===== src/hw/cfq_pkg.sv =====
// Constants, types and the query table contents for the query database block.
// Assumes a 16-bit flash bus, word addressed, sampled on the 10 MHz system clock.
//
// Summary of operation
// - Offsets 10h-12h return 51h, 52h, 59h.
// - Offsets 13h/14h hold 16-bit primary command-set code.
// - Offsets 15h/16h hold extended table pointer 010Ah.
// - Alternate command-set code at 17h reads zero.
// - Secondary table address at 19h reads zero.
// - Core supply min/max at 1Bh/1Ch: 17h, 20h.
// - Programming supply min/max at 1Dh/1Eh: 85h, 95h.
// - Typical word program exponent at 1Fh is 08h.
// - Typical buffer write exponent at 20h is 09h.
// - Typical block erase exponent at 21h is 0Ah.
// - Chip erase entries at 22h, 26h read zero.
// - Max program/buffer multipliers at 23h/24h are 01h.
// - Max block erase multiplier at 25h is 02h.
// - Interface code at 28h is 0001h, x16 only.
// - Upper data byte is zero on every query read.
// - Multi-byte fields: least significant byte at lower offset.
// - Query data returned only after the query command.
package cfq_pkg;

    localparam int unsigned ADDR_W = 8;
    localparam int unsigned DATA_W = 16;
    localparam int unsigned BYTE_W = 8;

    // Command codes written on the low data byte
    localparam logic [BYTE_W-1:0] CMD_QUERY      = 8'h98;
    localparam logic [BYTE_W-1:0] CMD_READ_ARRAY = 8'hff;

    // Query offsets (word addresses)
    localparam logic [ADDR_W-1:0] OFF_SIG_0      = 8'h10;
    localparam logic [ADDR_W-1:0] OFF_SIG_1      = 8'h11;
    localparam logic [ADDR_W-1:0] OFF_SIG_2      = 8'h12;
    localparam logic [ADDR_W-1:0] OFF_PRI_CMD_LO = 8'h13;
    localparam logic [ADDR_W-1:0] OFF_PRI_CMD_HI = 8'h14;
    localparam logic [ADDR_W-1:0] OFF_PRI_EXT_LO = 8'h15;
    localparam logic [ADDR_W-1:0] OFF_PRI_EXT_HI = 8'h16;
    localparam logic [ADDR_W-1:0] OFF_ALT_CMD_LO = 8'h17;
    localparam logic [ADDR_W-1:0] OFF_ALT_CMD_HI = 8'h18;
    localparam logic [ADDR_W-1:0] OFF_SEC_EXT_LO = 8'h19;
    localparam logic [ADDR_W-1:0] OFF_SEC_EXT_HI = 8'h1a;
    localparam logic [ADDR_W-1:0] OFF_VCORE_MIN  = 8'h1b;
    localparam logic [ADDR_W-1:0] OFF_VCORE_MAX  = 8'h1c;
    localparam logic [ADDR_W-1:0] OFF_VPROG_MIN  = 8'h1d;
    localparam logic [ADDR_W-1:0] OFF_VPROG_MAX  = 8'h1e;
    localparam logic [ADDR_W-1:0] OFF_TYP_WORD   = 8'h1f;
    localparam logic [ADDR_W-1:0] OFF_TYP_BUF    = 8'h20;
    localparam logic [ADDR_W-1:0] OFF_TYP_BLOCK  = 8'h21;
    localparam logic [ADDR_W-1:0] OFF_TYP_CHIP   = 8'h22;
    localparam logic [ADDR_W-1:0] OFF_MAX_WORD   = 8'h23;
    localparam logic [ADDR_W-1:0] OFF_MAX_BUF    = 8'h24;
    localparam logic [ADDR_W-1:0] OFF_MAX_BLOCK  = 8'h25;
    localparam logic [ADDR_W-1:0] OFF_MAX_CHIP   = 8'h26;
    localparam logic [ADDR_W-1:0] OFF_DEV_SIZE   = 8'h27;
    localparam logic [ADDR_W-1:0] OFF_IFACE_LO   = 8'h28;
    localparam logic [ADDR_W-1:0] OFF_IFACE_HI   = 8'h29;

    // Table values
    localparam logic [23:0] VAL_SIGNATURE  = 24'h595251;
    localparam logic [15:0] VAL_PRI_EXT    = 16'h010a;
    localparam logic [15:0] VAL_ALT_CMD    = 16'h0000;
    localparam logic [15:0] VAL_SEC_EXT    = 16'h0000;
    localparam logic [7:0]  VAL_VCORE_MIN  = 8'h17;
    localparam logic [7:0]  VAL_VCORE_MAX  = 8'h20;
    localparam logic [7:0]  VAL_VPROG_MIN  = 8'h85;
    localparam logic [7:0]  VAL_VPROG_MAX  = 8'h95;
    localparam logic [7:0]  VAL_TYP_WORD   = 8'h08;
    localparam logic [7:0]  VAL_TYP_BUF    = 8'h09;
    localparam logic [7:0]  VAL_TYP_BLOCK  = 8'h0a;
    localparam logic [7:0]  VAL_TYP_CHIP   = 8'h00;
    localparam logic [7:0]  VAL_MAX_WORD   = 8'h01;
    localparam logic [7:0]  VAL_MAX_BUF    = 8'h01;
    localparam logic [7:0]  VAL_MAX_BLOCK  = 8'h02;
    localparam logic [7:0]  VAL_MAX_CHIP   = 8'h00;
    localparam logic [15:0] VAL_IFACE      = 16'h0001;
    localparam logic [7:0]  VAL_UNMAPPED   = 8'h00;
    localparam logic [7:0]  VAL_UPPER_BYTE = 8'h00;

    // Bus pins seen from the device
    typedef struct packed {
        logic              ce_n;
        logic              oe_n;
        logic              we_n;
        logic [ADDR_W-1:0] addr;
        logic [DATA_W-1:0] data;
    } cfq_bus_t;

    localparam int unsigned BUS_W = $bits(cfq_bus_t);
    localparam cfq_bus_t BUS_IDLE = '{ce_n: 1'b1, oe_n: 1'b1, we_n: 1'b1, addr: '0, data: '0};

    typedef enum logic [1:0] {
        CFQ_ST_ARRAY = 2'b01,
        CFQ_ST_QUERY = 2'b10
    } cfq_state_t;

endpackage


===== src/hw/cfq_bus_strobe.sv =====
// Decodes read and write bus cycles from the synchronised flash pins.
// Assumes inputs are already in the system clock domain.
`timescale 1ns/100ps
module cfq_bus_strobe
    import cfq_pkg::*;
(
    input  wire logic     clk_sys_i,
    input  wire logic     nrst_i,
    input  wire cfq_bus_t bus_i,
    output logic          read_active_o,
    output logic          write_pulse_o,
    output logic [DATA_W-1:0] write_data_o
);

    logic              we_n_prev_r;
    logic              ce_n_prev_r;
    logic [DATA_W-1:0] data_prev_r;

    always_ff @(posedge clk_sys_i) begin
        if (!nrst_i) begin
            we_n_prev_r <= 1'b1;
            ce_n_prev_r <= 1'b1;
            data_prev_r <= '0;
        end else begin
            we_n_prev_r <= bus_i.we_n;
            ce_n_prev_r <= bus_i.ce_n;
            data_prev_r <= bus_i.data;
        end
    end

    // Command is latched on the rising edge of the write strobe
    assign write_pulse_o = !we_n_prev_r && bus_i.we_n && !ce_n_prev_r;
    assign write_data_o  = data_prev_r;
    assign read_active_o = !bus_i.ce_n && !bus_i.oe_n && bus_i.we_n;

endmodule


===== src/hw/cfq_pin_sync.sv =====
// Two flip-flop synchroniser for the asynchronous flash bus pins.
// Assumes the pins are stable for several system clocks around each strobe edge.
`timescale 1ns/100ps
module cfq_pin_sync
    import cfq_pkg::*;
(
    input  wire logic     clk_sys_i,
    input  wire logic     nrst_i,
    input  wire cfq_bus_t bus_i,
    output cfq_bus_t      bus_o
);

    logic [BUS_W-1:0] meta_r;
    logic [BUS_W-1:0] sync_r;
    logic [BUS_W-1:0] bus_vec;

    assign bus_vec = bus_i;

    genvar gi;
    generate
        for (gi = 0; gi < BUS_W; gi++) begin : g_bit
            always_ff @(posedge clk_sys_i) begin
                if (!nrst_i) begin
                    meta_r[gi] <= BUS_IDLE[gi];
                    sync_r[gi] <= BUS_IDLE[gi];
                end else begin
                    meta_r[gi] <= bus_vec[gi];
                    sync_r[gi] <= meta_r[gi];
                end
            end
        end
    endgenerate

    assign bus_o = sync_r;

endmodule


===== src/hw/cfq_query_table.sv =====
// Flash bus front end with the query database and the command decoder.
// Assumes the flash pins are asynchronous to clk_sys_i and that array data
// for array_addr_o arrives on array_rdata_i from same-clock logic.
`timescale 1ns/100ps
module cfq_query_table
    import cfq_pkg::*;
#(
    // Arbitrary neutral value for the primary command-set code
    parameter logic [15:0] PRI_CMD_SET  = 16'h00a5,
    // Device size exponent, set per density
    parameter logic [7:0]  DEV_SIZE_EXP = 8'h17
)
(
    input  wire logic              clk_sys_i,
    input  wire logic              nrst_i,
    input  wire logic              bus_ce_n_i,
    input  wire logic              bus_oe_n_i,
    input  wire logic              bus_we_n_i,
    input  wire logic [ADDR_W-1:0] bus_addr_i,
    input  wire logic [DATA_W-1:0] dq_i,
    output logic      [DATA_W-1:0] dq_o,
    output logic                   dq_oe_n_o,
    input  wire logic [DATA_W-1:0] array_rdata_i,
    output logic      [ADDR_W-1:0] array_addr_o,
    output logic                   query_mode_o
);

    cfq_bus_t          bus_raw;
    cfq_bus_t          bus_sync;
    logic              read_active;
    logic              write_pulse;
    logic [DATA_W-1:0] write_data;
    logic [BYTE_W-1:0] query_byte;

    cfq_state_t        state_r;
    cfq_state_t        state_nxt;
    logic [DATA_W-1:0] dq_r;
    logic              dq_oe_n_r;
    logic [ADDR_W-1:0] array_addr_r;
    logic              query_mode_r;

    assign bus_raw.ce_n = bus_ce_n_i;
    assign bus_raw.oe_n = bus_oe_n_i;
    assign bus_raw.we_n = bus_we_n_i;
    assign bus_raw.addr = bus_addr_i;
    assign bus_raw.data = dq_i;

    cfq_pin_sync u_sync (
        .clk_sys_i (clk_sys_i),
        .nrst_i    (nrst_i),
        .bus_i     (bus_raw),
        .bus_o     (bus_sync)
    );

    cfq_bus_strobe u_strobe (
        .clk_sys_i     (clk_sys_i),
        .nrst_i        (nrst_i),
        .bus_i         (bus_sync),
        .read_active_o (read_active),
        .write_pulse_o (write_pulse),
        .write_data_o  (write_data)
    );

    // Pure lookup: reading never changes any state
    function automatic logic [BYTE_W-1:0] lookup(input logic [ADDR_W-1:0] off);
        logic [BYTE_W-1:0] b;
        b = VAL_UNMAPPED;
        case (off)
            OFF_SIG_0:      b = VAL_SIGNATURE[7:0];
            OFF_SIG_1:      b = VAL_SIGNATURE[15:8];
            OFF_SIG_2:      b = VAL_SIGNATURE[23:16];
            OFF_PRI_CMD_LO: b = PRI_CMD_SET[7:0];
            OFF_PRI_CMD_HI: b = PRI_CMD_SET[15:8];
            OFF_PRI_EXT_LO: b = VAL_PRI_EXT[7:0];
            OFF_PRI_EXT_HI: b = VAL_PRI_EXT[15:8];
            OFF_ALT_CMD_LO: b = VAL_ALT_CMD[7:0];
            OFF_ALT_CMD_HI: b = VAL_ALT_CMD[15:8];
            OFF_SEC_EXT_LO: b = VAL_SEC_EXT[7:0];
            OFF_SEC_EXT_HI: b = VAL_SEC_EXT[15:8];
            OFF_VCORE_MIN:  b = VAL_VCORE_MIN;
            OFF_VCORE_MAX:  b = VAL_VCORE_MAX;
            OFF_VPROG_MIN:  b = VAL_VPROG_MIN;
            OFF_VPROG_MAX:  b = VAL_VPROG_MAX;
            OFF_TYP_WORD:   b = VAL_TYP_WORD;
            OFF_TYP_BUF:    b = VAL_TYP_BUF;
            OFF_TYP_BLOCK:  b = VAL_TYP_BLOCK;
            OFF_TYP_CHIP:   b = VAL_TYP_CHIP;
            OFF_MAX_WORD:   b = VAL_MAX_WORD;
            OFF_MAX_BUF:    b = VAL_MAX_BUF;
            OFF_MAX_BLOCK:  b = VAL_MAX_BLOCK;
            OFF_MAX_CHIP:   b = VAL_MAX_CHIP;
            OFF_DEV_SIZE:   b = DEV_SIZE_EXP;
            OFF_IFACE_LO:   b = VAL_IFACE[7:0];
            OFF_IFACE_HI:   b = VAL_IFACE[15:8];
            default:        b = VAL_UNMAPPED;
        endcase
        return b;
    endfunction

    assign query_byte = lookup(bus_sync.addr);

    // Command decoder: only writes move the mode, reads never do
    always_comb begin
        state_nxt = state_r;
        case (state_r)
            CFQ_ST_ARRAY: begin
                if (write_pulse && write_data[BYTE_W-1:0] == CMD_QUERY) begin
                    state_nxt = CFQ_ST_QUERY;
                end
            end
            CFQ_ST_QUERY: begin
                if (write_pulse && write_data[BYTE_W-1:0] == CMD_READ_ARRAY) begin
                    state_nxt = CFQ_ST_ARRAY;
                end
            end
            default: state_nxt = CFQ_ST_ARRAY;
        endcase
    end

    always_ff @(posedge clk_sys_i) begin
        if (!nrst_i) begin
            state_r      <= CFQ_ST_ARRAY;
            query_mode_r <= 1'b0;
        end else begin
            state_r      <= state_nxt;
            query_mode_r <= (state_nxt == CFQ_ST_QUERY);
        end
    end

    // Read data path
    always_ff @(posedge clk_sys_i) begin
        if (!nrst_i) begin
            dq_r <= '0;
        end else if (state_r == CFQ_ST_QUERY) begin
            dq_r <= {VAL_UPPER_BYTE, query_byte};
        end else begin
            dq_r <= array_rdata_i;
        end
    end

    // Drive the bus only during a read cycle; enable is active low
    always_ff @(posedge clk_sys_i) begin
        if (!nrst_i) begin
            dq_oe_n_r <= 1'b1;
        end else begin
            dq_oe_n_r <= !read_active;
        end
    end

    always_ff @(posedge clk_sys_i) begin
        if (!nrst_i) begin
            array_addr_r <= '0;
        end else begin
            array_addr_r <= bus_sync.addr;
        end
    end

    assign dq_o         = dq_r;
    assign dq_oe_n_o    = dq_oe_n_r;
    assign array_addr_o = array_addr_r;
    assign query_mode_o = query_mode_r;

endmodule

===== config.mk =====
export PLATFORM = sky130hd
export DESIGN_NAME = cfq_query_table
export DESIGN_NICKNAME = d
export VERILOG_FILES = /design/src/hw/cfq_pkg.sv /design/src/hw/cfq_bus_strobe.sv /design/src/hw/cfq_pin_sync.sv /design/src/hw/cfq_query_table.sv
export SDC_FILE = /design/constraint.sdc
export NUM_CORES = 1
export LEC_CHECK = 0
export BUFFER_PORTS_ARGS = -buffer_cell sky130_fd_sc_hd__buf_2
export CAP_MARGIN = 15
export CORE_MARGIN = 2
export CORE_UTILIZATION = 57
export DETAILED_ROUTE_END_ITERATION = 12
export MAX_ROUTING_LAYER = met4
export PLACE_DENSITY_LB_ADDON = 0.05
export SLEW_MARGIN = 20
export SYNTH_ARGS = -nofsm -noshare
export SYNTH_HDL_FRONTEND = slang
export SYNTH_HIERARCHICAL = 1
export SYNTH_SLANG_ARGS = --single-unit
export TNS_END_PERCENT = 30

===== constraint.sdc =====
create_clock -name clk_sys_i -period 2.4 [get_ports clk_sys_i]
set_input_delay 0.48 -clock clk_sys_i [delete_from_list [all_inputs] [get_ports clk_sys_i]]
set_output_delay 0.48 -clock clk_sys_i [all_outputs]
set_load 0.02 [all_outputs]

# Word level (Yosys, flattened, before mapping)
# Memories as Yosys holds them, arrays and structs flattened. A register that Yosys moved wholly into a read port is not among the register bits.
# Index checks and enable logic that the tools add are counted.
# Widths: inputs -> output; s select.
[totals]
register_bits = 76
latch_bits = 0
ramBits = 0
rom_bits = 512
in_bits = 45
output_inout_bits = 26
word_cells = 73
memories = 1
[memory_table]
columns = ["memory", "depth", "width", "rd", "rd_clocked_by_memory_dff", "write_ports", "line", "text"]
rows = [
  ["(no name shown)", 64, 8, 1, 1, 0, "cfq_query_table.sv:68", "case (off)"],
]
[classes]
addsub = 0
multipliers = 0
div_mod_pow = 0
n_lt_le_gt_ge = 0
n_eq_ne = 5
shift = 0
mux = 6
bitwise = 1
n_reduce_logical = 13
[op_table]
columns = ["op", "n"]
rows = [
  ["$eq 8x8->1 const B", 2],
  ["$mux 8", 2],
  ["$logic_and 1x1->1", 6],
  ["$mux 6", 1],
  ["$logic_not 1->1", 5],
  ["$eq 2x2->1 const B", 2],
  ["$mux 2", 2],
  ["$pmux 2 s2", 1],
  ["$eq 2x1->1 const B", 1],
  ["$logic_not 2->1", 1],
  ["$reduce_or 2->1", 1],
  ["$not 1->1", 1],
]

# Longest topological paths before layout
# Gate-level depths: netlist of run 1.
[depth]
depth_word = 7
depth_mapped = 6

# By module
# Netlist of run 1, hierarchy kept.
[by_module_without_submodules]
columns = ["module", "instances", "cells_per_inst", "area_each_um2", "seq_area_each_um2"]
rows = [
  ["cfq_pin_sync", 1, 113, 1447.6, 1081.0],
  ["cfq_query_table", 1, 130, 1246.2, 560.5],
  ["cfq_bus_strobe", 1, 39, 514.2, 360.3],
]

# Worst setup path after synthesis of run 1
# No wires, ideal clock.
[synth_timing]
path_type = "reg-to-reg"
start = "register u_sync/bus_o[16] (netlist name)"
end = "register dq_r[2], in the netlist dq_o[2]"
setup_ps = 117
arrival_time_ps = 1425
setup_slack_ps = 858
stages_incl_launch_ff = 7
period_less_slack_ps = 1542
cell_sequence = "dfxtp_1 -> inv_1 -> ha_1 -> and3_1 -> nand2b_1 -> a21o_1 -> a22o_1"
[synth_rtl]
columns = ["element", "line", "text"]
rows = [
  ["end signal: assignment", "cfq_query_table.sv:135", "dq_r <= {VAL_UPPER_BYTE, query_byte};"],
  ["end signal: assignment", "cfq_query_table.sv:137", "dq_r <= array_rdata_i;"],
  ["end: declaration", "cfq_query_table.sv:37", "logic [DATA_W-1:0] dq_r;"],
]

==> results.yml, run 1 <==
outcome:
  status: "finished, final reports clean"
power:
  p_leak_nw: 1.42
  p_total_mw: 2.40
  peakVddDrop_v: 0.000485
  pwr_density_cell_nw_per_um2: 777
sta:
  fin_crit_sh_pct: 70.0
  final-setup-viol-count: 0
  drv_slew: 0
  finalHoldViolCount: 0
  clock_skew_ns: 0.00602
  worst_slew_pin_slew_ns: 0.504
  fmax_mhz: 595
  slew_headroom_pct: 66.3
  grt_setup_unrepaired: "no"
  period_needed_ns: 1.68
  setup_ws_ns: 0.721
  setup-tns-final_ns: 0
finish:
  final_core_util_pct: 70.9
  drive_gt1_share_pct: 29.7
  antenna_cells: 0
  final_common_cell: "dfxtp_1"
  layout_common_cells: "76 x dfxtp_1, 62 x buf_2, 52 x and2_1"
  layout.nets: 351
  area_growth_pct: 20.4
global_route:
  grt_usage_pct: 17.3
  grt_pass1_vias: 1489
  antenna_found_initial: 0
  grt_pass1_wl_microns: 6500
  grt-ovfl-total: 0
  grt_max_degree: 25
synth:
  netlist_area_sq_um: 2560
  syn_nets: 286
  ys.warnings.count: 6
  syn_avg_cell_area_sq_um: 11.0
  syn_inst: 233
drt:
  drc: 0
  wl_per_cell_microns: 10.9
  drt_wl_total_microns: 3850
  dr.pass1.iters: 4
  drt_iter0_drc: 74
  num_vias: 1682
  ant_nets: 0
  via_per_inst: 4.74
cts:
  ctsHoldBuffers: 0
  cts_buffers: 9
  cts_resized: 0
  cts_root_buffer: "clkbuf_8"
  insertion_delay_ns: 0.34
  path_clk_slew_ns: 0.08
  postCtsSetupRepairBufs: 0
  clock_sinks: 76
  h-tree-depth: 3
  clock_path_buffers: 2
  cts_tree: "done"
hold_path:
  hold_start: "bus_ce_n_i"
  worst_hold_path_type: "primary input to flop"
floorplanning:
  rows: 24
  ioPinCount: 71
  dieArea_sq_um: 5050
  start_util_pct: 58.9
  die_width_microns: 71.1
  dieHeight_microns: 71.1
  core_area_sq_um: 4350
flow_run:
  max_cap_violations: 0
place:
  pre_cts_ws_ns: 0.741
  place_congestion: 0.800
  dp_hpwl_microns: 2730
  io_buffer_count: 62
setup_path:
  cp-start-kind: "flop"
  cp-startpoint: "u_sync/bus_o[16]$_SDFF_PN0_"
  crit_required_ns: 2.63
  crit_fanout: 7
  reg2reg_from: "u_sync/bus_o[16]$_SDFF_PN0_"
  cp-end-kind: "flop"
  arrival_ns: 1.91
  path_class: "flop to flop"
-- worst max-delay path, stage by stage, from the launching register on --
cell and delay (ns):
dfxtp_1 0.45, inv_1 0.10, ha_1 0.34, and3_1 0.20, nand2b_1 0.13, a21o_1 0.17, a22o_1 0.19
-- worst paths after layout --
| kind | depth (start not counted) | slack [ns] | end |
|---|---|---|---|
| setup / recovery | 6 | 0.72 | dq_o[2]$_SDFF_PN0_ |
| hold / removal | 2 | 0.31 | u_sync/meta_r[26]$_SDFF_PN1_ |
| setup reg to reg | 6 | 0.72 | dq_o[2]$_SDFF_PN0_ |
| hold reg to reg | 1 | 0.41 | u_sync/bus_o[25]$_SDFF_PN1_ |
-- metrics by stage --
stage               cells  hold WS (ns)  cell area [sq um]
floorplan             233         0.385               2560
global placement      339         0.387               2890
global route          355         0.292               3090
finish                355         0.313               3090
CTS                   355         0.303               3090
detailed placement    339         0.397               2890
-- cell type report --
cell class	instances	area, sq um
Clock buffer	10	128
Inverter	6	22.5
Tap cell	52	65.1
Clock inverter	6	65.1
Fill cell	330	1270
Timing Repair Buffer	65	333
Multi-Input combinational cell	140	951
Sequential cell	76	1520
-- sequential cells by signal, summed over array words and instances, names as in the netlist --
| signal | count |
|---|---|
| u_sync/bus_o | 19 |
| u_sync/meta_r | 19 |
| dq_o | 16 |
| array_addr_o | 8 |
| u_strobe/write_data_o | 8 |
| state_r | 2 |
| dq_oe_n_o | 1 |
| query_mode_o | 1 |
| u_strobe/ce_n_prev_r | 1 |
| u_strobe/we_n_prev_r | 1 |
-- power by group --
group / total [mW] / switching (mW) / leakage (nW) / internal [mW]
sequential: 1.33 / 0.0214 / 0.627 / 1.31
clock: 0.918 / 0.441 / 0.0845 / 0.478
combinational: 0.145 / 0.0720 / 0.706 / 0.0735
total: 2.40 / 0.534 / 1.42 / 1.86
-- per-layer routing --
metal	GRT usage [%]	share of wire, %	up-vias
met5	-	0	-
met4	5.66	1.2	0
met3	8.83	7.6	8
met2	23.4	40	60
met1	22.3	51	719
li1	-	-	895
Note: power is estimated with default switching activity, not from simulation.
==> run 2: changes to the inputs <==
Settings changed: CORE_UTILIZATION 57 to 48.
Clock period 2.4 ns to 1.4 ns, I/O delays scaled along.
==> run 2 against run 1 <==
- cell area is 7.5% higher
- register-to-register slack worse by 0.69 ns
- first-iteration DRC count is 39% lower
- flip-flop and latch count stayed put
- sequential share of layout area is 3.2 points lower
- via count is 2.8% higher
- global-route usage is 2.0 points lower
- combinational power is 98% higher
- critical path depth stayed put
- maximum frequency is 22% higher
- largest power group unchanged
==> results.yml, run 2 (synthesized netlist as in run 1, its figures left out) <==
global_route:
  grt_pass1_wl_microns: 6880
  antenna_found_initial: 0
  grt-ovfl-total: 0
  grt_usage_pct: 15.3
  grt_max_degree: 46
  grt_pass1_vias: 1564
floorplanning:
  start_util_pct: 49.9
  core_area_sq_um: 5140
  dieHeight_microns: 77.1
  dieArea_sq_um: 5940
  rows: 26
  die_width_microns: 77.1
  ioPinCount: 71
drt:
  ant_nets: 0
  wl_per_cell_microns: 10.7
  drc: 0
  drt_wl_total_microns: 4120
  num_vias: 1729
  dr.pass1.iters: 4
  drt_iter0_drc: 45
  via_per_inst: 4.48
sta:
  slew_headroom_pct: 74.5
  period_needed_ns: 1.37
  grt_setup_unrepaired: "yes"
  finalHoldViolCount: 0
  final-setup-viol-count: 0
  worst_slew_pin_slew_ns: 0.381
  setup-tns-final_ns: 0
  clock_skew_ns: 0.00740
  fin_crit_sh_pct: 98.0
  fmax_mhz: 729
  drv_slew: 0
setup_path:
  crit_fanout: 4
  reg2reg_from: "u_sync/bus_o[16]$_SDFF_PN0_"
  r2r-end: "dq_o[2]$_SDFF_PN0_"
  cp-end-kind: "flop"
  r2r_slack_ns: 0.03
  crit_required_ns: 1.63
  r2r_cells: 6
  cp-start-kind: "flop"
  arrival_ns: 1.60
  path_class: "flop to flop"
cts:
  clock_path_buffers: 2
  insertion_delay_ns: 0.34
  cts_buffers: 9
  path_clk_slew_ns: 0.08
  clock_sinks: 76
  cts_root_buffer: "clkbuf_8"
  ctsHoldBuffers: 0
  h-tree-depth: 3
  cts_tree: "done"
power:
  p_clk_share_pct: 38.6
  p_int_mw: 3.23
  pwr_density_cell_nw_per_um2: 1260
  p_comb_share_pct: 6.9
  p_leak_nw: 1.50
  switching_power_mw: 0.957
  sw_frac_of_total_pct: 22.9
  seqPwrFrac_pct: 54.5
  peakVddDrop_v: 0.000688
finish:
  fill_cells: 464
  final_common_cell: "dfxtp_1"
  layout.nets: 365
  layout_common_cells: "70 x dfxtp_1, 62 x buf_2, 52 x and2_1"
  drive_gt1_share_pct: 38.9
  stdcell_area_sq_um: 3320
  area_growth_pct: 29.5
  antenna_cells: 0
  final_core_util_pct: 64.6
place:
  io_buffer_count: 62
  place_congestion: 0.817
  placed_area_sq_um: 3020
hold_path:
  worst_hold_path_type: "primary input to flop"
  min_to: "u_sync/meta_r[25]$_SDFF_PN1_"
  hold_start: "bus_oe_n_i"
  hold_depth: 2
outcome:
  status: "finished, final reports clean"
flow_run:
  max_cap_violations: 0
run 2: layout make-up:
type | instances | area [sq um] | area share, %
inverters | 6 | 25.0 | 0.754
flip-flops and latches | 76 | 1530 | 46.2
clock buffers | 9 | 124 | 3.73
multi-input cells | 140 | 1040 | 31.3
clock inverters | 6 | 71.3 | 2.15
well taps | 70 | 87.6 | 2.64
repair buffers | 79 | 442 | 13.3
run 2: layer usage:
layer  GRT usage, %  wire length (microns)  vias to the layer above
li1               -                      -                      923
met1           19.8                   2080                      735
met4           10.5                    108                        0
met3           4.24                    286                       11
met5              -                      0                        -
met2           20.6                   1640                       60
run 2: critical path, stage by stage, from the launching register on:
cell,delay (ns)
dfxtp_4,0.39
inv_4,0.05
ha_4,0.21
and3_4,0.18
nand2b_4,0.13
a21o_1,0.15
a22o_1,0.17
run 2: worst max path at each step:
| stage | start | to | slack (ns) | cells after the start |
|---|---|---|---|---|
| detailed placement | state_r[0]$_SDFF_PN1_ | dq_o[4]$_SDFF_PN0_ | -0.003 | 5 |
| finish | u_sync/bus_o[16]$_SDFF_PN0_ | dq_o[2]$_SDFF_PN0_ | 0.03 | 6 |
| global placement | state_r[0]$_SDFF_PN1_ | dq_o[6]$_SDFF_PN0_ | -0.01 | 5 |
| floorplan | u_sync/bus_o[17]$_SDFF_PN0_ | dq_o[2]$_SDFF_PN0_ | 0.008 | 6 |
| global route | u_sync/bus_o[16]$_SDFF_PN0_ | dq_o[0]$_SDFF_PN0_ | -0.04 | 7 |
| CTS | state_r[0]$_SDFF_PN1_ | dq_o[6]$_SDFF_PN0_ | -0.0001 | 5 |
run 2: power groups by stage:
stage | combinational [mW] | sequential, mW | clock (mW)
3_5_place_dp | 0.277 | 2.33 | 0
2_1_floorplan | 0.131 | 2.36 | 0
5_1_grt | 0.319 | 2.29 | 1.77
4_1_cts | 0.280 | 2.28 | 1.67
6_report | 0.287 | 2.28 | 1.62
3_3_place_gp | 0.277 | 2.33 | 0
run 2: what timing repair did:
action | CTS | global route
setup buffers | 1 | 2
pin swaps | 2 | 10
cloned | 0 | 0
resized for setup | 1 | 19
endpoints found under the setup margin | 3 | 9
run 2: metrics by stage:
step	instances	setup slack [ns]	hold slack, ns	power, mW
5_1_grt	386	-0.0383	0.124	4.38
6_report	386	0.0283	0.125	4.18
3_3_place_gp	368	-0.0133	0.393	2.61
4_1_cts	384	-0.000150	0.106	4.23
3_5_place_dp	368	-0.00290	0.395	2.61
2_1_floorplan	233	0.00778	0.353	2.49
